**config.mk**
```make
export PLATFORM = sky130hd
export DESIGN_NAME = ccc_ctrl
export DESIGN_NICKNAME = d
export VERILOG_FILES = /design/src/ccc_pkg.sv /design/src/ccc_filter.sv /design/src/ccc_timer.sv /design/src/ccc_ctrl.sv
export SDC_FILE = /design/constraint.sdc
export NUM_CORES = 1
export LEC_CHECK = 0
export ABC_AREA = 1
export BUFFER_PORTS_ARGS = -buffer_cell sky130_fd_sc_hd__buf_2
export CORE_ASPECT_RATIO = 0.6
export CORE_MARGIN = 4
export CORE_UTILIZATION = 46
export CTS_CLUSTER_SIZE = 20
export DETAILED_ROUTE_END_ITERATION = 6
export PLACE_DENSITY = 0.73
export SYNTH_ARGS = -nofsm -noshare
export SYNTH_HDL_FRONTEND = slang
export SYNTH_SLANG_ARGS = --single-unit
export TNS_END_PERCENT = 1
```
**constraint.sdc**
```tcl
create_clock -name pclk -period 5 [get_ports pclk]
set_input_delay 0.75 -clock pclk [delete_from_list [all_inputs] [get_ports pclk]]
set_output_delay 0.75 -clock pclk [all_outputs]
set_load 0.01 [all_outputs]
```
**src/ccc_pkg.sv**
```systemverilog
// Package for the charge cycle controller: constants, state and carrier types.
// Assumes a 100 MHz pclk and comparator results that arrive unsynchronised.
package ccc_pkg;

   // ***************************************************************
   // Timing
   // ***************************************************************
   localparam int CLK_PERIOD_NS      = 10;
   localparam int TICK_PERIOD_MS     = 1000;
   localparam int TICK_CYCLES        = TICK_PERIOD_MS * 1_000_000 / CLK_PERIOD_NS;
   localparam int BLINK_INT_MS       = 500;
   localparam int BLINK_INT_CYCLES   = BLINK_INT_MS * 1_000_000 / CLK_PERIOD_NS;
   localparam int BLINK_HOUR_MS      = 100;
   localparam int BLINK_HOUR_CYCLES  = BLINK_HOUR_MS * 1_000_000 / CLK_PERIOD_NS;
   localparam int FILT_LEN           = 4;
   localparam int TIMER_W            = 15;
   localparam logic [TIMER_W-1:0] SEC_PER_HOUR = 15'h0E10;
   localparam logic [2:0] HOURS_INT  = 3'h3;
   localparam logic [2:0] HOURS_MIN  = 3'h2;
   localparam logic [2:0] HOURS_MAX  = 3'h6;
   localparam int QUARTER_SHIFT      = 2;

   // ***************************************************************
   // APB register map
   // ***************************************************************
   localparam int ADDR_W                 = 8;
   localparam logic [ADDR_W-1:0] CTRL_OFF    = 8'h00;
   localparam logic [ADDR_W-1:0] STATUS_OFF  = 8'h04;
   localparam logic [ADDR_W-1:0] ELAPSED_OFF = 8'h08;
   localparam logic [2:0] CTRL_HOURS_RST = 3'h3;

   // ***************************************************************
   // Types
   // ***************************************************************
   typedef enum logic [2:0] {ST_OFF, ST_PRECHG, ST_FAST_CC, ST_CONST_V,
                             ST_FLOAT, ST_MONITOR, ST_PRE_FAULT, ST_REGULATE} ccc_state_t;

   typedef enum logic [1:0] {TM_INTERNAL, TM_EXTERNAL, TM_DISABLED} ccc_tmode_t;

   typedef struct packed {
      logic vbat_above_pre;
      logic vbat_at_float;
      logic vbat_below_rechg;
      logic iout_below_term;
      logic en_low;
      logic en_high;
      logic ntc_hi_trip;
      logic ntc_hi_ok;
      logic ntc_lo_trip;
      logic ntc_lo_ok;
      logic tim_at_supply;
      logic tim_at_ground;
      logic battery_absent_sel;
   } ccc_cmp_t;

   typedef struct packed {
      logic [15:0]  reserved;
      logic [TIMER_W-1:TIMER_W-1] spare;
      logic         enabled;
      logic         batt_absent;
      ccc_tmode_t   timer_mode;
      logic         term_latched;
      logic         pre_fault;
      logic         suspended;
      logic         out_on;
      logic         cv_mode;
      logic         precharge;
      logic         reg_mode;
      ccc_state_t   state;
   } ccc_status_t;

endpackage : ccc_pkg

```
**src/ccc_filter.sv**
```systemverilog
// Synchroniser and agreement filter for a vector of comparator results.
// Assumes raw inputs are asynchronous to clk.
`timescale 1ns/1ps
module ccc_filter #(
   parameter int W   = 8,
   parameter int LEN = 4
) (
   input  wire logic         pclk,
   input  wire logic         presetn,
   input  wire logic [W-1:0] raw,
   output logic      [W-1:0] filt_r
);
   // Each bit changes only after LEN equal samples, hiding comparator chatter
   generate
      for (genvar i = 0; i < W; i++) begin : g_bit
         logic                   s1_r, s2_r;
         logic [$clog2(LEN+1)-1:0] cnt_r;
         always_ff @(posedge pclk or negedge presetn)
         begin
            if (!presetn) begin
               s1_r <= 1'b0;
               s2_r <= 1'b0;
            end else begin
               s1_r <= raw[i];
               s2_r <= s1_r;
            end
         end
         always_ff @(posedge pclk or negedge presetn)
         begin
            if (!presetn) begin
               cnt_r     <= '0;
               filt_r[i] <= 1'b0;
            end else if (s2_r == filt_r[i]) begin
               cnt_r <= '0;
            end else if (cnt_r == ($clog2(LEN+1))'(LEN - 1)) begin
               cnt_r     <= '0;
               filt_r[i] <= s2_r;
            end else begin
               cnt_r <= cnt_r + 1'b1;
            end
         end
      end
   endgenerate
endmodule : ccc_filter

```
**src/ccc_timer.sv**
```systemverilog
// Charge timer: prescaled seconds counter with programmable terminal count.
// Assumes run and clear come from logic on the same clock.
`timescale 1ns/1ps
module ccc_timer
   import ccc_pkg::*;
#(
   parameter int TICKS = TICK_CYCLES
) (
   input  wire logic               pclk,
   input  wire logic               presetn,
   input  wire logic               run,
   input  wire logic               clear,
   input  wire logic [TIMER_W-1:0] limit_s,
   output logic      [TIMER_W-1:0] elapsed_r,
   output logic                    expired,
   output logic                    quarter
);
   logic [31:0] pre_r;

   // Prescaler holds while stopped so suspended time is not counted
   always_ff @(posedge pclk or negedge presetn)
   begin
      if (!presetn)
         pre_r <= '0;
      else if (clear)
         pre_r <= '0;
      else if (run && !expired)
         pre_r <= (pre_r == 32'(TICKS - 1)) ? '0 : pre_r + 32'h1;
   end

   always_ff @(posedge pclk or negedge presetn)
   begin
      if (!presetn)
         elapsed_r <= '0;
      else if (clear)
         elapsed_r <= '0;
      else if (run && !expired && pre_r == 32'(TICKS - 1))
         elapsed_r <= elapsed_r + 1'b1;
   end

   assign expired = (elapsed_r >= limit_s);
   assign quarter = (elapsed_r >= (limit_s >> QUARTER_SHIFT));
endmodule : ccc_timer

```
**src/ccc_ctrl.sv**
```systemverilog
// Charge cycle controller top: sequencing, timer control, LED and APB registers.
// Assumes comparator results from the analog section on cmp_raw, asynchronous.
`timescale 1ns/1ps
// Operation
// - Battery at float voltage switches regulation from constant current to constant voltage.
// - Output current below termination releases the charge status LED.
// - Timer enabled: keep float charging after termination until the timer expires.
// - Timer disabled: output off as soon as termination current is reached.
// - Completed cycle turns output off and enters monitor state.
// - In monitor, battery 100 mV below float clears timer and restarts charging.
// - Output on when battery absent high; otherwise per timer and termination.
// - Timer pin at supply selects internal, grounded disables, resistor programs time.
// - Internal timer gives three hours of total charge time.
// - Programmed charge time spans two to six hours.
// - External timer setting sets the fault blink rate of the status LED.
// - Battery absent high selects regulator mode, low selects charger mode.
// - Regulator mode regulates voltage with the fast charge current limit.
// - Enable input at supply enables, at ground disables the device.
// - In charger mode, thermistor outside window suspends: output off, timer frozen, LED fault.
// - Both temperature thresholds have hysteresis against chatter.
// - Temperature back inside window resumes the cycle automatically.
// - Timer counts only output on time, excluding temperature suspension.
// - Temperature thresholds sit at thirty and seventy-five percent of supply.
// - Battery below 2.8 V charges with pre-charge current.
// - Pre-charge beyond a quarter of charge time is a fault, cleared on recovery.
// - LED release is latched per cycle, reset on recharge or input toggles.
module ccc_ctrl
   import ccc_pkg::*;
#(
   parameter int TICKS        = TICK_CYCLES,
   parameter int BLINK_INT    = BLINK_INT_CYCLES,
   parameter int BLINK_HOUR   = BLINK_HOUR_CYCLES,
   parameter int FLEN         = FILT_LEN
) (
   input  wire logic                  pclk,
   input  wire logic                  presetn,
   input  wire logic                  psel,
   input  wire logic                  penable,
   input  wire logic                  pwrite,
   input  wire logic [ADDR_W-1:0]     paddr,
   input  wire logic [31:0]           pwdata,
   input  wire logic [3:0]            pstrb,
   output logic                       pready,
   output logic      [31:0]           prdata,
   output logic                       pslverr,
   input  wire ccc_pkg::ccc_cmp_t     cmp_raw,
   output logic                       out_en,
   output logic                       cv_mode,
   output logic                       precharge_sel,
   output logic                       regulator_mode,
   output logic                       charge_status_led_n_o,
   output logic                       charge_status_led_n_oe_n
);
   import ccc_pkg::*;

   // ***************************************************************
   // Comparator conditioning
   // ***************************************************************
   ccc_cmp_t cmp;
   logic     out_seen, out_en_r;
   ccc_filter #(
      .W   ($bits(ccc_cmp_t) + 1),
      .LEN (FLEN)
   ) u_filter (
      .pclk    (pclk),
      .presetn (presetn),
      .raw     ({cmp_raw, out_en_r}), // Output copy ages with the current comparator it drives
      .filt_r  ({cmp, out_seen})
   );

   // ***************************************************************
   // Registers and state
   // ***************************************************************
   ccc_state_t         state_r, state_nxt;
   logic [2:0]         hours_r;
   logic               ntc_fault_r;
   logic               term_latch_r;
   logic               enabled_r;
   logic               absent_d_r;
   logic               led_oe_n_r;
   logic               blink_r;
   logic [31:0]        blink_cnt_r;
   logic [31:0]        prdata_r;
   logic               err_r;
   logic               cv_mode_r, pre_sel_r, reg_mode_r;
   ccc_tmode_t         tmode;
   logic [2:0]         hours_eff;
   logic [TIMER_W-1:0] limit_s;
   logic [TIMER_W-1:0] elapsed;
   logic               expired, quarter;
   logic               timer_on, charging, out_on, suspended;
   logic               enabled, new_cycle, timer_clr;
   logic [31:0]        blink_half;
   ccc_status_t        status;

   // ***************************************************************
   // Timer selection
   // ***************************************************************
   always_comb
   begin
      if (cmp.tim_at_supply)
         tmode = TM_INTERNAL;
      else if (cmp.tim_at_ground)
         tmode = TM_DISABLED;
      else
         tmode = TM_EXTERNAL;
   end

   // Programmed hours come from software, which reads out the timing resistor
   always_comb
   begin
      if (tmode == TM_INTERNAL)
         hours_eff = HOURS_INT;
      else if (hours_r < HOURS_MIN)
         hours_eff = HOURS_MIN;
      else if (hours_r > HOURS_MAX)
         hours_eff = HOURS_MAX;
      else
         hours_eff = hours_r;
   end

   assign limit_s  = TIMER_W'(hours_eff * SEC_PER_HOUR);
   assign timer_on = (tmode != TM_DISABLED);

   // ***************************************************************
   // Enable and thermistor window
   // ***************************************************************
   // Near ground disables; between the 30% and 75% points is the thermistor range
   assign enabled = !cmp.en_low;

   // Trip and recovery use separate comparators, so the window has hysteresis
   always_ff @(posedge pclk or negedge presetn)
   begin
      if (!presetn)
         ntc_fault_r <= 1'b0;
      else if (!enabled || cmp.en_high)
         ntc_fault_r <= 1'b0;
      else if (cmp.ntc_hi_trip || cmp.ntc_lo_trip)
         ntc_fault_r <= 1'b1;
      else if (cmp.ntc_hi_ok && cmp.ntc_lo_ok)
         ntc_fault_r <= 1'b0;
   end

   always_ff @(posedge pclk or negedge presetn)
   begin
      if (!presetn)
      begin
         enabled_r  <= 1'b0;
         absent_d_r <= 1'b0;
      end else begin
         enabled_r  <= enabled;
         absent_d_r <= cmp.battery_absent_sel;
      end
   end

   // A rising enable or any battery-absent toggle starts a fresh cycle
   assign new_cycle = (enabled && !enabled_r) ||
                      (cmp.battery_absent_sel != absent_d_r);

   // ***************************************************************
   // Cycle sequencer
   // ***************************************************************
   assign charging  = (state_r == ST_PRECHG) || (state_r == ST_FAST_CC) ||
                      (state_r == ST_CONST_V) || (state_r == ST_FLOAT);
   assign suspended = ntc_fault_r && (charging || state_r == ST_PRE_FAULT);
   assign out_on    = (state_r == ST_REGULATE) || (charging && !ntc_fault_r);
   assign timer_clr = new_cycle || (state_r == ST_MONITOR && cmp.vbat_below_rechg) ||
                      !enabled;

   always_comb
   begin
      state_nxt = state_r;
      if (!enabled)
         state_nxt = ST_OFF;
      else if (cmp.battery_absent_sel)
         state_nxt = ST_REGULATE;
      else if (new_cycle || state_r == ST_OFF || state_r == ST_REGULATE)
         state_nxt = cmp.vbat_above_pre ? ST_FAST_CC : ST_PRECHG;
      else if (ntc_fault_r)
         state_nxt = state_r;
      else if (charging && timer_on && expired)
         state_nxt = ST_MONITOR;
      else
      begin
         case (state_r)
            ST_PRECHG:
               if (cmp.vbat_above_pre)
                  state_nxt = ST_FAST_CC;
               else if (timer_on && quarter)
                  state_nxt = ST_PRE_FAULT;
            ST_FAST_CC:
               if (!cmp.vbat_above_pre)
                  state_nxt = ST_PRECHG;
               else if (cmp.vbat_at_float)
                  state_nxt = ST_CONST_V;
            ST_CONST_V:
               if (cmp.iout_below_term)
                  state_nxt = timer_on ? ST_FLOAT : ST_MONITOR;
            ST_MONITOR:
               if (cmp.vbat_below_rechg)
                  state_nxt = cmp.vbat_above_pre ? ST_FAST_CC : ST_PRECHG;
            ST_PRE_FAULT:
               if (cmp.vbat_above_pre)
                  state_nxt = ST_FAST_CC;
            default:
               state_nxt = state_r;
         endcase
      end
   end

   always_ff @(posedge pclk or negedge presetn)
   begin
      if (!presetn)
         state_r <= ST_OFF;
      else
         state_r <= state_nxt;
   end

   // ***************************************************************
   // Charge timer
   // ***************************************************************
   ccc_timer #(
      .TICKS (TICKS)
   ) u_timer (
      .pclk      (pclk),
      .presetn   (presetn),
      .run       (out_on && charging && timer_on),
      .clear     (timer_clr),
      .limit_s   (limit_s),
      .elapsed_r (elapsed),
      .expired   (expired),
      .quarter   (quarter)
   );

   // ***************************************************************
   // Regulator controls
   // ***************************************************************
   always_ff @(posedge pclk or negedge presetn)
   begin
      if (!presetn)
      begin
         out_en_r   <= 1'b0;
         cv_mode_r  <= 1'b0;
         pre_sel_r  <= 1'b0;
         reg_mode_r <= 1'b0;
      end else begin
         out_en_r   <= out_on;
         cv_mode_r  <= (state_r == ST_CONST_V) || (state_r == ST_FLOAT) ||
                       (state_r == ST_REGULATE);
         pre_sel_r  <= (state_r == ST_PRECHG);
         reg_mode_r <= (state_r == ST_REGULATE);
      end
   end

   assign out_en         = out_en_r;
   assign cv_mode        = cv_mode_r;
   assign precharge_sel  = pre_sel_r;
   assign regulator_mode = reg_mode_r;

   // ***************************************************************
   // Status LED
   // ***************************************************************
   always_ff @(posedge pclk or negedge presetn)
   begin
      if (!presetn)
         term_latch_r <= 1'b0;
      else if (timer_clr)
         term_latch_r <= 1'b0;
      else if (out_on && out_seen && cmp.iout_below_term)
         term_latch_r <= 1'b1;
   end

   // Slow blink avoids reading as steady on; external timer scales it
   assign blink_half = (tmode == TM_EXTERNAL) ? 32'(hours_eff) * 32'(BLINK_HOUR)
                                              : 32'(BLINK_INT);

   always_ff @(posedge pclk or negedge presetn)
   begin
      if (!presetn)
      begin
         blink_cnt_r <= '0;
         blink_r     <= 1'b0;
      end else if (blink_cnt_r >= blink_half - 32'h1) begin
         blink_cnt_r <= '0;
         blink_r     <= !blink_r;
      end else begin
         blink_cnt_r <= blink_cnt_r + 32'h1;
      end
   end

   // Pin is open drain: enable low pulls it low and lights the LED
   always_ff @(posedge pclk or negedge presetn)
   begin
      if (!presetn)
         led_oe_n_r <= 1'b1;
      else if (suspended || state_r == ST_PRE_FAULT)
         led_oe_n_r <= !blink_r;
      else if (out_on && !term_latch_r && !cmp.iout_below_term)
         led_oe_n_r <= 1'b0;
      else
         led_oe_n_r <= 1'b1;
   end

   assign charge_status_led_n_o    = 1'b0;
   assign charge_status_led_n_oe_n = led_oe_n_r;

   // ***************************************************************
   // APB slave
   // ***************************************************************
   always_comb
   begin
      status              = '0;
      status.state        = state_r;
      status.reg_mode     = reg_mode_r;
      status.precharge    = pre_sel_r;
      status.cv_mode      = cv_mode_r;
      status.out_on       = out_en_r;
      status.suspended    = suspended;
      status.pre_fault    = (state_r == ST_PRE_FAULT);
      status.term_latched = term_latch_r;
      status.timer_mode   = tmode;
      status.batt_absent  = cmp.battery_absent_sel;
      status.enabled      = enabled;
   end

   // Read data and error are captured in setup, so access completes at once
   always_ff @(posedge pclk or negedge presetn)
   begin
      if (!presetn)
      begin
         prdata_r <= '0;
         err_r    <= 1'b0;
      end else if (psel && !penable) begin
         err_r    <= 1'b0;
         prdata_r <= '0;
         if (paddr == CTRL_OFF)
            prdata_r <= 32'(hours_r);
         else if (paddr == STATUS_OFF)
            prdata_r <= 32'(status);
         else if (paddr == ELAPSED_OFF)
            err_r <= pwrite;
         else
            err_r <= 1'b1;
         if (paddr == ELAPSED_OFF && !pwrite)
            prdata_r <= 32'(elapsed);
         if (paddr == STATUS_OFF && pwrite)
            err_r <= 1'b1;
      end
   end

   always_ff @(posedge pclk or negedge presetn)
   begin
      if (!presetn)
         hours_r <= CTRL_HOURS_RST;
      else if (psel && penable && pwrite && paddr == CTRL_OFF && pstrb[0])
         hours_r <= pwdata[2:0];
   end

   assign pready  = 1'b1;
   assign prdata  = prdata_r;
   assign pslverr = psel && penable && err_r;

endmodule : ccc_ctrl

```
==> Word level (Yosys, flattened, before mapping) <==
Cells that the tools add are included.
{ "totals": {"elab_cells": 299, "latchBits": 0, "regBits": 212, "romBits": 0, "mem_bits_rw": 0, "n_memories": 0, "input_bits": 62, "output_inout_bits": 40} }
{ "classes": {"addsub": 18, "mul": 2, "n_reduce_logical": 71, "shifts": 0, "eq_ne": 47, "n_mux": 69, "n_lt_le_gt_ge": 5, "div": 0, "n_bitwise": 14} }
{ "ops": {"columns": ["operator", "count"], "rows": [
  ["2-to-1 mux 32 bit", 5],
  ["2-to-1 mux 3 bit", 43],
  ["adder 32 x 1 -> 32 bit (second input constant)", 2],
  ["equality test 3 x 2 -> 1 bit (second input constant)", 16],
  ["adder 3 x 1 -> 3 bit (second input constant)", 14],
  ["equality test 32 x 27 -> 1 bit (second input constant)", 1],
  ["greater-or-equal comparator 32 bit", 1],
  ["2-to-1 mux 15 bit", 2],
  ["2-to-1 mux 14 bit", 2],
  ["AND reduction 2 bit", 14],
  ["subtractor 27 x 1 -> 28 bit (second input constant)", 1],
  ["2-to-1 mux 27 bit", 1],
  ["logical AND 1 bit", 24],
  ["multiplier 3 x 17 -> 20 bit (second input constant)", 1],
  ["inequality test 6 x 1 -> 1 bit (second input constant)", 3],
  ["adder 15 x 1 -> 15 bit (second input constant)", 1],
  ["greater-or-equal comparator 15 x 13 -> 1 bit", 1],
  ["greater-or-equal comparator 15 bit", 1],
  ["logical OR 1 bit", 15],
  ["case mux 3 bit (5 select lines)", 1],
  ["equality test 1 bit", 14],
  ["NOT 1 bit", 14],
  ["equality test 3 bit (second input constant)", 4],
  ["2-to-1 mux 1 bit", 12],
  ["21 further kinds", 33]
]} }

==> Longest topological paths before layout <==
Gate-level depths: netlist (run 1).
{ "logic_depth": {"ltp_word": 15, "ltp_mapped": 29, "mapped_depth_nobuf": 29} }

==> By module <==
A second synthesis (run 1) with hierarchy kept.
{ "unflattened": {"hier_cells": 1694, "hier_area_um2": 12495.7} }
{ "modules_own_cells": {"columns": ["mod", "seq_area_each_um2", "n_inst", "cells_per_inst", "area_per_inst_um2"], "rows": [
  ["ccc_ctrl", 1605.3, 1, 691, 5002.3],
  ["ccc_timer", 1176.1, 1, 653, 4155.2],
  ["ccc_filter", 2102.0, 1, 350, 3338.2]
]} }

==> Worst setup path before layout (run 1) <==
OpenSTA, ideal clock, no wires.
{ "synth_path": {"path_type": "flip-flop to flip-flop", "start": "register hours_r[1]", "end": "register blink_cnt_r[25]", "path_stages_with_launch": 22, "setup_ns": 0.121, "required_ns": 4.879, "path_slack_ns": 1.222, "t_arrival_ns": 3.656, "cell_sequence": "dfstp_2 > nor2_1 > o21ai_0 > nand2_1 > ha_1 > inv_1 > nor2_1 > ha_1 > o21ai_0 > nand3_1 > nand3b_1 > nor3_2 > xor2_1 > ha_1 > nand2_1 > nor2_1 > nand3_1 > o211ai_1 > nand3_1 > nand2_1 > buf_2 > nor2_1"} }
{ "synth_between": {"elab_chain_len": 9} }
{ "synth_lines": {"columns": ["item", "line_no", "rtl"], "rows": [
  ["start, declared", "ccc_ctrl.sv:75", "logic [2:0] hours_r;"],
  ["start signal, assigned", "ccc_ctrl.sv:356", "hours_r <= pwdata[2:0];"],
  ["> comparator 3 bit", "ccc_ctrl.sv:116", "else if (hours_r > HOURS_MAX)"],
  ["2-to-1 mux 3 bit", "ccc_ctrl.sv:116", null],
  ["2-to-1 mux 3 bit (*)", "ccc_ctrl.sv:114", "else if (hours_r < HOURS_MIN)"],
  ["2-to-1 mux 3 bit (*)", "ccc_ctrl.sv:112", "if (tmode == TM_INTERNAL)"],
  ["multiplier 3 x 17 -> 20 bit (*)", "ccc_ctrl.sv:274", "assign blink_half = (tmode == TM_EXTERNAL) ? 32'(hours_eff) * 32'(BLINK_HOUR)"],
  ["2-to-1 mux 27 bit (*)", "ccc_ctrl.sv:274", null],
  ["subtractor 27 x 1 -> 28 bit (*)", "ccc_ctrl.sv:283", "end else if (blink_cnt_r >= blink_half - 32'h1) begin"],
  ["greater-or-equal comparator 32 bit (*)", "ccc_ctrl.sv:283", null],
  ["2-to-1 mux 32 bit (*)", "ccc_ctrl.sv:283", null],
  ["end signal, assigned", "ccc_ctrl.sv:287", "blink_cnt_r <= blink_cnt_r + 32'h1;"],
  ["end, declared", "ccc_ctrl.sv:82", "logic [31:0] blink_cnt_r;"]
]} }
Mark *: on every way between the ends. The rest lies on a longest branch, timed or not.
A chain may end at the register's enable or synchronous reset.

==> Worst setup path after layout (run 1) <==
{ "layout_path": {"start": "register hours_r[1]", "end": "register blink_cnt_r[28]"} }
The elaborated chain is that of the path after synthesis.

==> impl_metrics.json, run 1 <==
{
  "fmax_mhz": 220,
  "dp_slack_ps": 598,
  "wl_per_cell_um": 15.7,
  "setup_viol": 0,
  "switching_share_pct": 42.2,
  "fin_nets": 1592,
  "crit_path_top_delay_cell": "dfstp_2",
  "hold_ws_ps": 320,
  "status": "finished, final reports clean",
  "relSlewSlack_pct": 49.7,
  "dr_total_vias": 9469,
  "skew_ps": 12.5,
  "post-route-util_pct": 51.8,
  "ctsResizeCount": 0,
  "cts-htree-levels": 4,
  "cts_buffer_depth": 2,
  "ys_ff_latch": 195,
  "drc": 0,
  "clk_latency_ps": 460,
  "drive_above_1_share_pct": 9.59,
  "crit_chain": "inv_1 -> nor2_1 -> o21ai_0 -> nand2_1 -> ha_1 -> inv_1 -> nor2_1 -> ha_1 -> o21ai_0 -> nand3_1 -> nand3b_1 -> nor3_2 -> xor2_1 -> ha_1 -> nand2_1 -> nor2_1 -> nand3_1 -> o211ai_1 -> nand3_1 -> nand2_1 -> buf_12 -> nor2_1",
  "max_cap_viol_count": 0,
  "antenna_found_initial": 1,
  "first_iter_violations": 968,
  "crit_path_max_incr_delay_ps": 580,
  "synthArstFlopShare_pct": 100,
  "crit_top_cell": "nor2_1",
  "routed_via_density": 5.28,
  "synth-edff-count": 0,
  "avgSynthCellArea_um2": 8.13,
  "initial_utilization_pct": 47.0,
  "slew_violations": 0,
  "syn_inst": 1403,
  "path_buf_inv": 3,
  "timing.critical_path.max_delay_family": "simple AND/OR/NAND/NOR gates",
  "setup_tns_ps": 0,
  "cts.sinks": 195,
  "gp_congestion": 0.962,
  "num_rows": 44,
  "totalWireLength_um": 28100,
  "yosysUniqueCellTypes": 44,
  "firstDrtPassIters": 7,
  "min_period_over_period_pct": 90.9,
  "ir_drop_mv": 0.313,
  "core_mm2": 0.0243,
  "die_h_um": 130,
  "die_width_um": 211,
  "ys_warn_count": 0,
  "worst_pin_slew_ps": 748,
  "dp_hpwl_um": 21300,
  "grt_max_degree": 121,
  "power_frac_comb_pct": 37.7,
  "p_per_area_mw_per_mm2": 455,
  "ys.flop_type": "dfrtp_1",
  "power.leakage_uw": 0.00584,
  "critical_path_class": "flip-flop to flip-flop",
  "io_buffers": 50,
  "gr-total-overflow": 0,
  "die_area_mm2": 0.0275,
  "cp_data_arrival_time_ps": 4880,
  "area_growth_pct": 10.2,
  "cts_buffers": 17,
  "clk_pin_slew_worst_paths_ps": 80,
  "ys_seq_area_share_pct": 42.8,
  "start_kind": "flip-flop",
  "num_io_pins": 102,
  "grt_pass1_vias": 8709,
  "post-cts-setup-buffers": 0,
  "gr-usage-all-layers_pct": 21.1,
  "netlist_area_mm2": 0.0114,
  "seqPwrFrac_pct": 37.3,
  "ctsRootBufferMaster": "clkbuf_16",
  "p_int_uw": 3310,
  "cp.required_ps": 5340,
  "cp_max_fo": 30,
  "period_needed_ps": 4540,
  "cts_tree": "built",
  "finalHoldViolations": 0,
  "rsz0062_at_grt": "no",
  "fin_ws_ps": 456,
  "diodes": 0,
  "hold_class": "primary input to async pin",
  "route.antenna.remaining_nets": 0,
  "power.switching_uw": 2410,
  "clkPwrFrac_pct": 25.0,
  "ctsHoldBuffers": 0,
  "endpoint_kind": "flip-flop",
  "grt_pass1_wl_um": 46000
}
per-stage QoR:
stage | cells | power [µW] | area (µm²)
floorplan | 1425 | 3750 | 11500
global placement | 1760 | 4200 | 12000
detailed placement | 1760 | 4280 | 12000
CTS | 1792 | 5730 | 12600
global route | 1792 | 6170 | 12600
finish | 1792 | 5720 | 12600
sequential cells by signal, summed over array words and instances, names as in the netlist, 3 cells and up:
| name | count |
|---|---|
| u_filter.filt_r | 14 |
| u_timer.elapsed_r | 15 |
| u_filter.g_bit.s2_r | 14 |
| state_r | 3 |
| u_filter.g_bit.cnt_r | 42 |
| prdata | 15 |
| u_timer.pre_r | 32 |
| blink_cnt_r | 32 |
| hours_r | 3 |
| u_filter.g_bit.s1_r | 14 |
path summary, 6_finish.rpt:
path,cells after the start,endpoint,slack (ps),start
min,1,u_timer.elapsed_r[10]$_DFFE_PN0P_,320,presetn
min in group pclk,0,u_filter.g_bit[1].s2_r$_DFF_PN0_,350,u_filter.g_bit[1].s1_r$_DFF_PN0_
max reg2reg,22,blink_cnt_r[28]$_DFF_PN0_,460,hours_r[1]$_DFFE_PN1P_
max in group asynchronous,2,u_filter.g_bit[2].s2_r$_DFF_PN0_,3600,presetn
max,22,blink_cnt_r[28]$_DFF_PN0_,460,hours_r[1]$_DFFE_PN1P_
min reg2reg,0,u_filter.g_bit[1].s2_r$_DFF_PN0_,350,u_filter.g_bit[1].s1_r$_DFF_PN0_
layout make-up:
| type | count | area, µm² |
|---|---|---|
| tap | 322 | 403 |
| timing repair buffer | 59 | 352 |
| multi-input combinational | 1020 | 5700 |
| clock buffer | 17 | 425 |
| fill | 2252 | 11700 |
| inverter | 164 | 616 |
| clock inverter | 15 | 199 |
| sequential | 195 | 4880 |
placed cells by master (no fill, tap or decap), drive strengths merged:
master	count
inv	171
a41oi	2
nand4	50
o21bai	1
or2	4
clkinv	7
o221ai	9
nand3b	3
conb	24
o21ai	60
nor3b	15
dfstp	3
o211ai	3
dfrtp	192
nand3	80
clkinvlp	1
mux2	7
a211oi	2
o31ai	5
o22ai	1
a31oi	9
nor4	7
xor2	48
clkbuf	18
nor3	61
ha	73
xnor2	24
nand2	282
buf	58
a21oi	49
nor2	193
o21a	8
cells in the mapped netlist, types with 5 or more instances:
cell | instances | area (µm²)
o21ai_0 | 27 | 135
xnor2_1 | 24 | 210
nor3b_1 | 15 | 113
nand2_1 | 277 | 1040
o31ai_1 | 5 | 37.5
clkbuf_1 | 9 | 33.8
a21oi_1 | 48 | 240
nand4_1 | 49 | 307
buf_2 | 11 | 55.1
inv_2 | 9 | 33.8
o221ai_1 | 9 | 78.8
o21a_1 | 8 | 60.1
mux2_2 | 7 | 78.8
buf_4 | 22 | 165
nor2_1 | 187 | 702
nand2_2 | 5 | 31.3
ha_1 | 73 | 913
dfrtp_1 | 192 | 4800
xor2_1 | 48 | 420
nor4_1 | 6 | 37.5
a31oi_1 | 9 | 56.3
nor3_2 | 5 | 50.1
nor3_1 | 54 | 270
inv_1 | 154 | 578
nand3_1 | 76 | 380
o21ai_1 | 32 | 160
nor2_2 | 6 | 37.5
layer usage:
layer | global-route usage [%] | vias up | share of wire, %
met4 | 5.56 | 2 | 1.5
met3 | 6.49 | 38 | 7.9
li1 | - | 4696 | -
met5 | 0 | - | 0.043
met2 | 28.7 | 309 | 40
met1 | 32.5 | 4424 | 51
cells by family (layout without fill, tap and decap cells):
family | after synthesis | count (layout) | share of synthesized area (%)
AOI/OAI and AO/OA | 149 | 149 | 7.55
xor gates and xnor gates | 72 | 72 | 5.53
adders and majority gates | 73 | 73 | 8.00
buffers and inverters | 210 | 255 | 8.01
DFF | 195 | 195 | 42.8
muxes | 7 | 7 | 0.691
other | 2 | 24 | 0.0658
and+or+nand+nor | 695 | 695 | 27.4
power by group through the flow:
stage	Clock [µW]	Combinational [µW]	Sequential, µW
final	1430	2160	2130
after global routing	1520	2480	2170
after CTS	1460	2140	2130
after detailed placement	0	2130	2160
after global placement	0	2060	2140
after floorplan	0	1680	2070
worst reg2reg max path: cells and delay by family (launching register included):
kind	cells	cell delay, ps
and+or+nand+nor	12	1880
adders and majority gates	3	820
DFF	1	580
buffers and inverters	3	530
AOI/OAI and AO/OA	3	510
xor gates and xnor gates	1	110
(Power assumes the default switching activity.)
==> inputs of run 2 (changes only) <==
--- a/config.mk
+++ b/config.mk
@@ -9,10 +9,11 @@
 export BUFFER_PORTS_ARGS = -buffer_cell sky130_fd_sc_hd__buf_2
 export CORE_ASPECT_RATIO = 0.6
 export CORE_MARGIN = 4
-export CORE_UTILIZATION = 46
+export CORE_UTILIZATION = 55
 export CTS_CLUSTER_SIZE = 20
 export DETAILED_ROUTE_END_ITERATION = 6
-export PLACE_DENSITY = 0.73
+export MAX_ROUTING_LAYER = met4
+export PLACE_DENSITY = 0.84
 export SYNTH_ARGS = -nofsm -noshare
 export SYNTH_HDL_FRONTEND = slang
 export SYNTH_SLANG_ARGS = --single-unit
==> run 2 against run 1 <==
  * Via count rose by 2.4%
  * Clock skew rose by 1.5 ps
  * Combinational power barely moved
  * Clock power barely moved
  * Worst hold slack improved by 30 ps
  * Utilization rose by 10 points
  * Worst setup slack got worse by 91 ps
  * Sequential cell count did not move
  * Critical path depth rose by 5
  * Count of clock-buffer cells in the layout rose by 3
  * Critical endpoint is now blink_r$_DFFE_PN0P_
==> impl_metrics.json, run 2 (synthesis gave the netlist of run 1 again) <==
{
  "fin_ws_ps": 365,
  "cts.sinks": 195,
  "crit_top_cell": "nand2_1",
  "routed_via_density": 5.57,
  "finalHoldViolations": 0,
  "start_kind": "flip-flop",
  "grt_max_degree": 126,
  "min_period_over_period_pct": 92.7,
  "initial_utilization_pct": 56.6,
  "gr-total-overflow": 0,
  "num_io_pins": 102,
  "crit_path_top_delay_cell": "dfrtp_2",
  "p_per_area_mw_per_mm2": 460,
  "num_rows": 40,
  "cp-endpoint": "blink_r$_DFFE_PN0P_",
  "diodes": 0,
  "slew_violations": 0,
  "core_mm2": 0.0202,
  "largest_register": "u_filter.g_bit.cnt_r",
  "r2r_cells": 27,
  "largestRegisters": "u_filter.g_bit.cnt_r (42), blink_cnt_r (32), u_timer.pre_r (32)",
  "die_width_um": 194,
  "critical_path_class": "flip-flop to flip-flop",
  "drive_above_1_share_pct": 9.47,
  "totalWireLength_um": 28200,
  "largest_reg_flops": 42,
  "r2r-start": "hours_r[2]$_DFFE_PN0P_",
  "cp.required_ps": 5340,
  "grt_pass1_vias": 8916,
  "dp_hpwl_um": 20900,
  "hold_ws_ps": 350,
  "fmax_mhz": 216,
  "gr-usage-all-layers_pct": 25.2,
  "crit_path_max_incr_delay_ps": 490,
  "die_area_mm2": 0.0232,
  "first_iter_violations": 1173,
  "status": "finished, final reports clean",
  "cts_buffer_depth": 2,
  "cts_buffers": 17,
  "area_growth_pct": 9.23,
  "clk_pin_slew_worst_paths_ps": 80,
  "post-route-util_pct": 61.8,
  "rrSetupSlack_ps": 370,
  "rr_endpoint": "blink_r$_DFFE_PN0P_",
  "rsz0062_at_grt": "no",
  "die_h_um": 120,
  "startpoint": "hours_r[2]$_DFFE_PN0P_",
  "antenna_found_initial": 0,
  "final_cell_mix": "276 x nand2_1, 191 x dfrtp_1, 186 x nor2_1",
  "period_needed_ps": 4630,
  "dp_slack_ps": 350,
  "skew_ps": 14.1,
  "cp_data_arrival_time_ps": 4980,
  "firstDrtPassIters": 5,
  "power.leakage_uw": 0.00581,
  "worst_pin_slew_ps": 1060,
  "hold_class": "flip-flop to flip-flop",
  "fill_cells": 1753,
  "drc": 0,
  "relSlewSlack_pct": 29.0,
  "ctsRootBufferMaster": "clkbuf_16",
  "layout_commonest_cell": "nand2_1",
  "cp_max_fo": 32,
  "route.antenna.remaining_nets": 0,
  "path_depth": 27,
  "setup_viol": 0,
  "gp_congestion": 0.964,
  "endpoint_kind": "flip-flop",
  "grt_pass1_wl_um": 45900,
  "cts-htree-levels": 4,
  "timing.critical_path.max_delay_family": "simple AND/OR/NAND/NOR gates",
  "ir_drop_mv": 0.347,
  "cts_tree": "built",
  "setup_tns_ps": 0,
  "clk_latency_ps": 450,
  "dr_total_vias": 9696,
  "path_buf_inv": 4,
  "wl_per_cell_um": 16.2,
  "io_buffers": 50,
  "max_cap_viol_count": 0,
  "fin_nets": 1590,
  "post-cts-setup-buffers": 0
}
-- run 2: cell types whose count changed in the layout (fill, tap and decap cells not counted), moves of 2 or more --
| cell | before | now |
|---|---|---|
| buf_12 | 2 | 0 |
| bufinv_16 | 0 | 2 |
| inv_6 | 3 | 6 |
| clkbuf_1 | 0 | 3 |
| clkinv_8 | 5 | 2 |
| inv_12 | 2 | 0 |
-- run 2: cell type report --
class	instances	area (µm²)	share of cell area, %
clock buffer	20	437	3.50
clock inverter	12	164	1.31
multi-input combinational	1020	5710	45.8
inverter	164	616	4.94
tap	273	342	2.74
timing repair buffer	57	315	2.53
sequential	195	4880	39.2
-- run 2: worst min-delay path by stage --
| stage | slack (ps) | endpoint | startpoint | depth (start not counted) |
|---|---|---|---|---|
| after floorplan | 330 | u_filter.g_bit[0].s2_r$_DFF_PN0_ | u_filter.g_bit[0].s1_r$_DFF_PN0_ | 0 |
| after global placement | 330 | u_filter.g_bit[7].s2_r$_DFF_PN0_ | u_filter.g_bit[7].s1_r$_DFF_PN0_ | 0 |
| after detailed placement | 330 | u_filter.g_bit[13].s2_r$_DFF_PN0_ | u_filter.g_bit[13].s1_r$_DFF_PN0_ | 0 |
| after CTS | 350 | u_filter.g_bit[13].s2_r$_DFF_PN0_ | u_filter.g_bit[13].s1_r$_DFF_PN0_ | 0 |
| after global routing | 360 | u_filter.g_bit[11].s2_r$_DFF_PN0_ | u_filter.g_bit[11].s1_r$_DFF_PN0_ | 0 |
| final | 350 | u_filter.g_bit[13].s2_r$_DFF_PN0_ | u_filter.g_bit[13].s1_r$_DFF_PN0_ | 0 |
-- run 2: per-layer routing --
layer / part of all wire [%] / track usage (%) / wire [µm]
met5: 0 / - / 0
met2: 43 / 35.7 / 12100
met1: 47 / 37.8 / 13300
met3: 8.5 / 4.10 / 2390
met4: 1.4 / 6.54 / 383
-- run 2: power breakdown --
group	internal [µW]	switching [µW]	leakage, µW	total, µW
clock network	760	662	0.000288	1420
registers	1870	265	0.00251	2130
logic	745	1440	0.00301	2180
total	3370	2370	0.00581	5740
-- run 2: through the flow --
stage / std cells / power (µW) / area [µm²]
5_1_grt: 1741 / 6160 / 12500
4_1_cts: 1741 / 5730 / 12500
3_3_place_gp: 1709 / 4180 / 11900
6_report: 1741 / 5740 / 12500
2_1_floorplan: 1425 / 3750 / 11500
3_5_place_dp: 1709 / 4280 / 11900
-- run 2: timing repair --
item | in CTS | in global routing
resized for setup | 0 | 4
hold buffers | 0 | 0
endpoints found under the setup margin | 0 | 32
==> inputs of run 3 (changes only) <==
--- a/config.mk
+++ b/config.mk
@@ -13,8 +13,9 @@
 export CTS_CLUSTER_SIZE = 20
 export DETAILED_ROUTE_END_ITERATION = 6
 export MAX_ROUTING_LAYER = met4
-export PLACE_DENSITY = 0.84
+export PLACE_DENSITY = 0.83
 export SYNTH_ARGS = -nofsm -noshare
 export SYNTH_HDL_FRONTEND = slang
+export SYNTH_HIERARCHICAL = 1
 export SYNTH_SLANG_ARGS = --single-unit
 export TNS_END_PERCENT = 1
==> run 3 against run 2 <==
  * Die area increased by 9.0%
  * Largest power group unchanged
  * Sequential share of layout area shrank 3.4 points
  * Register-to-register slack better by 190 ps
  * Via count rose by 15%
==> impl_metrics.json, run 3 <==
{
  "p_int_uw": 3320,
  "gp_congestion": 0.969,
  "largest_reg_flops": 42,
  "antenna_found_initial": 0,
  "ir_drop_mv": 0.337,
  "syn_inst": 1694,
  "core_mm2": 0.0222,
  "fin_nets": 1902,
  "relSlewSlack_pct": 27.7,
  "synth-edff-count": 0,
  "largest_register": "u_filter/g_bit.cnt_r",
  "route.antenna.remaining_nets": 0,
  "largestRegisters": "u_filter/g_bit.cnt_r (42), blink_cnt_r (32), u_timer/pre_r (32)",
  "switching_share_pct": 43.4,
  "status": "finished, final reports clean",
  "start_kind": "flip-flop",
  "layout_commonest_cell": "nand2_1",
  "power_frac_comb_pct": 41.9,
  "routed_via_density": 5.38,
  "totalWireLength_um": 32200,
  "seqPwrFrac_pct": 34.4,
  "crit_path_top_delay_cell": "dfstp_2",
  "avgSynthCellArea_um2": 7.38,
  "finalHoldViolations": 0,
  "crit_top_cell": "nand3_1",
  "drive_above_1_share_pct": 10.4,
  "max_cap_viol_count": 0,
  "grt_pass1_wl_um": 52600,
  "crit_path_max_incr_delay_ps": 540,
  "area_growth_pct": 9.15,
  "ys_ff_latch": 195,
  "firstDrtPassIters": 5,
  "timing.critical_path.max_delay_family": "simple AND/OR/NAND/NOR gates",
  "min_period_over_period_pct": 89.0,
  "drc": 0,
  "use_met3_pct": 6.35,
  "skew_ps": 12.6,
  "design_area_mm2": 0.0136,
  "endpoint_kind": "flip-flop",
  "synthArstFlopShare_pct": 100,
  "die_h_um": 125,
  "ctsHoldBuffers": 0,
  "cts_tree": "built",
  "rrSetupSlack_ps": 550,
  "synth.most_common_cell": "nand2_1",
  "cp_max_fo": 33,
  "clkPwrFrac_pct": 23.7,
  "netlist_area_mm2": 0.0125,
  "cp_data_arrival_time_ps": 4820,
  "ctsRootBufferMaster": "clkbuf_16",
  "cts_buffer_depth": 2,
  "first_iter_violations": 1462,
  "period_needed_ps": 4450,
  "slew_violations": 0,
  "hold_class": "flip-flop to flip-flop",
  "post-cts-setup-buffers": 0,
  "hold_ws_ps": 352,
  "yosysUniqueCellTypes": 52,
  "ctsResizeCount": 0,
  "p_per_area_mw_per_mm2": 430,
  "cts_buffers": 17,
  "ys_seq_area_share_pct": 39.1,
  "yosysTopAreaCellShare_pct": 38.4,
  "cp.required_ps": 5370,
  "path_buf_inv": 3,
  "num_rows": 42,
  "cts.sinks": 195,
  "rsz0062_at_grt": "no",
  "grt_pass1_vias": 10300,
  "yosys-top-cells-count": "462 x nand2_1, 224 x nor2_1, 205 x inv_1, 192 x dfrtp_1, 136 x nand3_1",
  "grt_use_met1_pct": 39.5,
  "setup_tns_ps": 0,
  "initial_utilization_pct": 56.3,
  "clk_latency_ps": 450,
  "p_total_uw": 5870,
  "dp_hpwl_um": 23800,
  "die_width_um": 203,
  "diodes": 0,
  "place_area_mm2": 0.0131,
  "wl_per_cell_um": 15.5,
  "power.leakage_uw": 0.00692,
  "final_cell_mix": "462 x nand2_1, 224 x nor2_1, 205 x inv_1",
  "top_usage_layer": "met1",
  "ys.flop_type": "dfrtp_1",
  "cts-htree-levels": 4,
  "grt_max_degree": 129,
  "num_io_pins": 102,
  "ys_warn_count": 6,
  "setup_viol": 0,
  "ys_top_cells_by_area": "dfrtp_1 38%, nand2_1 14%, ha_1 8.2%, nor2_1 6.7%, inv_1 6.2%",
  "gr-usage-all-layers_pct": 26.4,
  "critical_path_class": "flip-flop to flip-flop",
  "power.switching_uw": 2550,
  "gr-total-overflow": 0,
  "fmax_mhz": 225,
  "synth_top_area_cell": "dfrtp_1",
  "io_buffers": 50,
  "worst_pin_slew_ps": 1080,
  "clk_pin_slew_worst_paths_ps": 70,
  "die_area_mm2": 0.0253,
  "grt_util_met2_pct": 35.7,
  "dr_total_vias": 11200
}
-- run 3: cells by family after synthesis --
logic type | share of synthesized area (%)
simple gates | 34.6
buf+inv | 8.87
flops | 39.1
compound gates | 5.42
fa+ha+maj | 8.69
xor+xnor | 3.15
other cells | 0.0601
mux | 0.0901
-- run 3: final timing paths --
kind,start,to,depth (start not counted)
setup / recovery,hours_r[1]$_DFFE_PN1P_,blink_cnt_r[6]$_DFF_PN0_,25
hold / removal,u_filter/g_bit[6].s1_r$_DFF_PN0_,u_filter/g_bit[6].s2_r$_DFF_PN0_,0
setup reg to reg,hours_r[1]$_DFFE_PN1P_,blink_cnt_r[6]$_DFF_PN0_,25
hold reg to reg,u_filter/g_bit[6].s1_r$_DFF_PN0_,u_filter/g_bit[6].s2_r$_DFF_PN0_,0
max in group asynchronous,presetn,u_timer/pre_r[26]$_DFFE_PN0P_,2
min in group asynchronous,presetn,u_filter/g_bit[4].cnt_r[1]$_DFF_PN0_,1
-- run 3: metrics by stage --
| step | worst slack (ps) | utilization (%) | cells |
|---|---|---|---|
| global route | 201 | 61.5 | 2074 |
| finish | 550 | 61.5 | 2074 |
| floorplan | 1020 | - | 1723 |
| global placement | 798 | 58.9 | 2044 |
| detailed placement | 637 | 58.9 | 2044 |
| CTS | 635 | 61.5 | 2074 |
-- run 3: final cells by class --
type / instances / area [µm²]
Clock buffer: 18 / 429
Sequential cell: 195 / 4880
Fill cell: 1974 / 8540
Clock inverter: 12 / 151
Tap cell: 308 / 385
Multi-Input combinational cell: 1265 / 6610
Timing Repair Buffer: 61 / 367
Inverter: 215 / 811
-- run 3: layer usage --
layer / vias to the layer above / part of all wire (%)
met1: 5170 / 47
met5: - / 0
met4: 0 / 1.8
li1: 5448 / -
met3: 57 / 9.6
met2: 483 / 42
-- run 3: power by group through the flow --
stage | clock network [µW] | registers (µW) | logic, µW
2_1_floorplan | 0 | 1970 | 1820
3_3_place_gp | 0 | 2030 | 2270
3_5_place_dp | 0 | 2040 | 2390
4_1_cts | 1420 | 2020 | 2420
5_1_grt | 1480 | 2050 | 2750
6_report | 1390 | 2020 | 2460
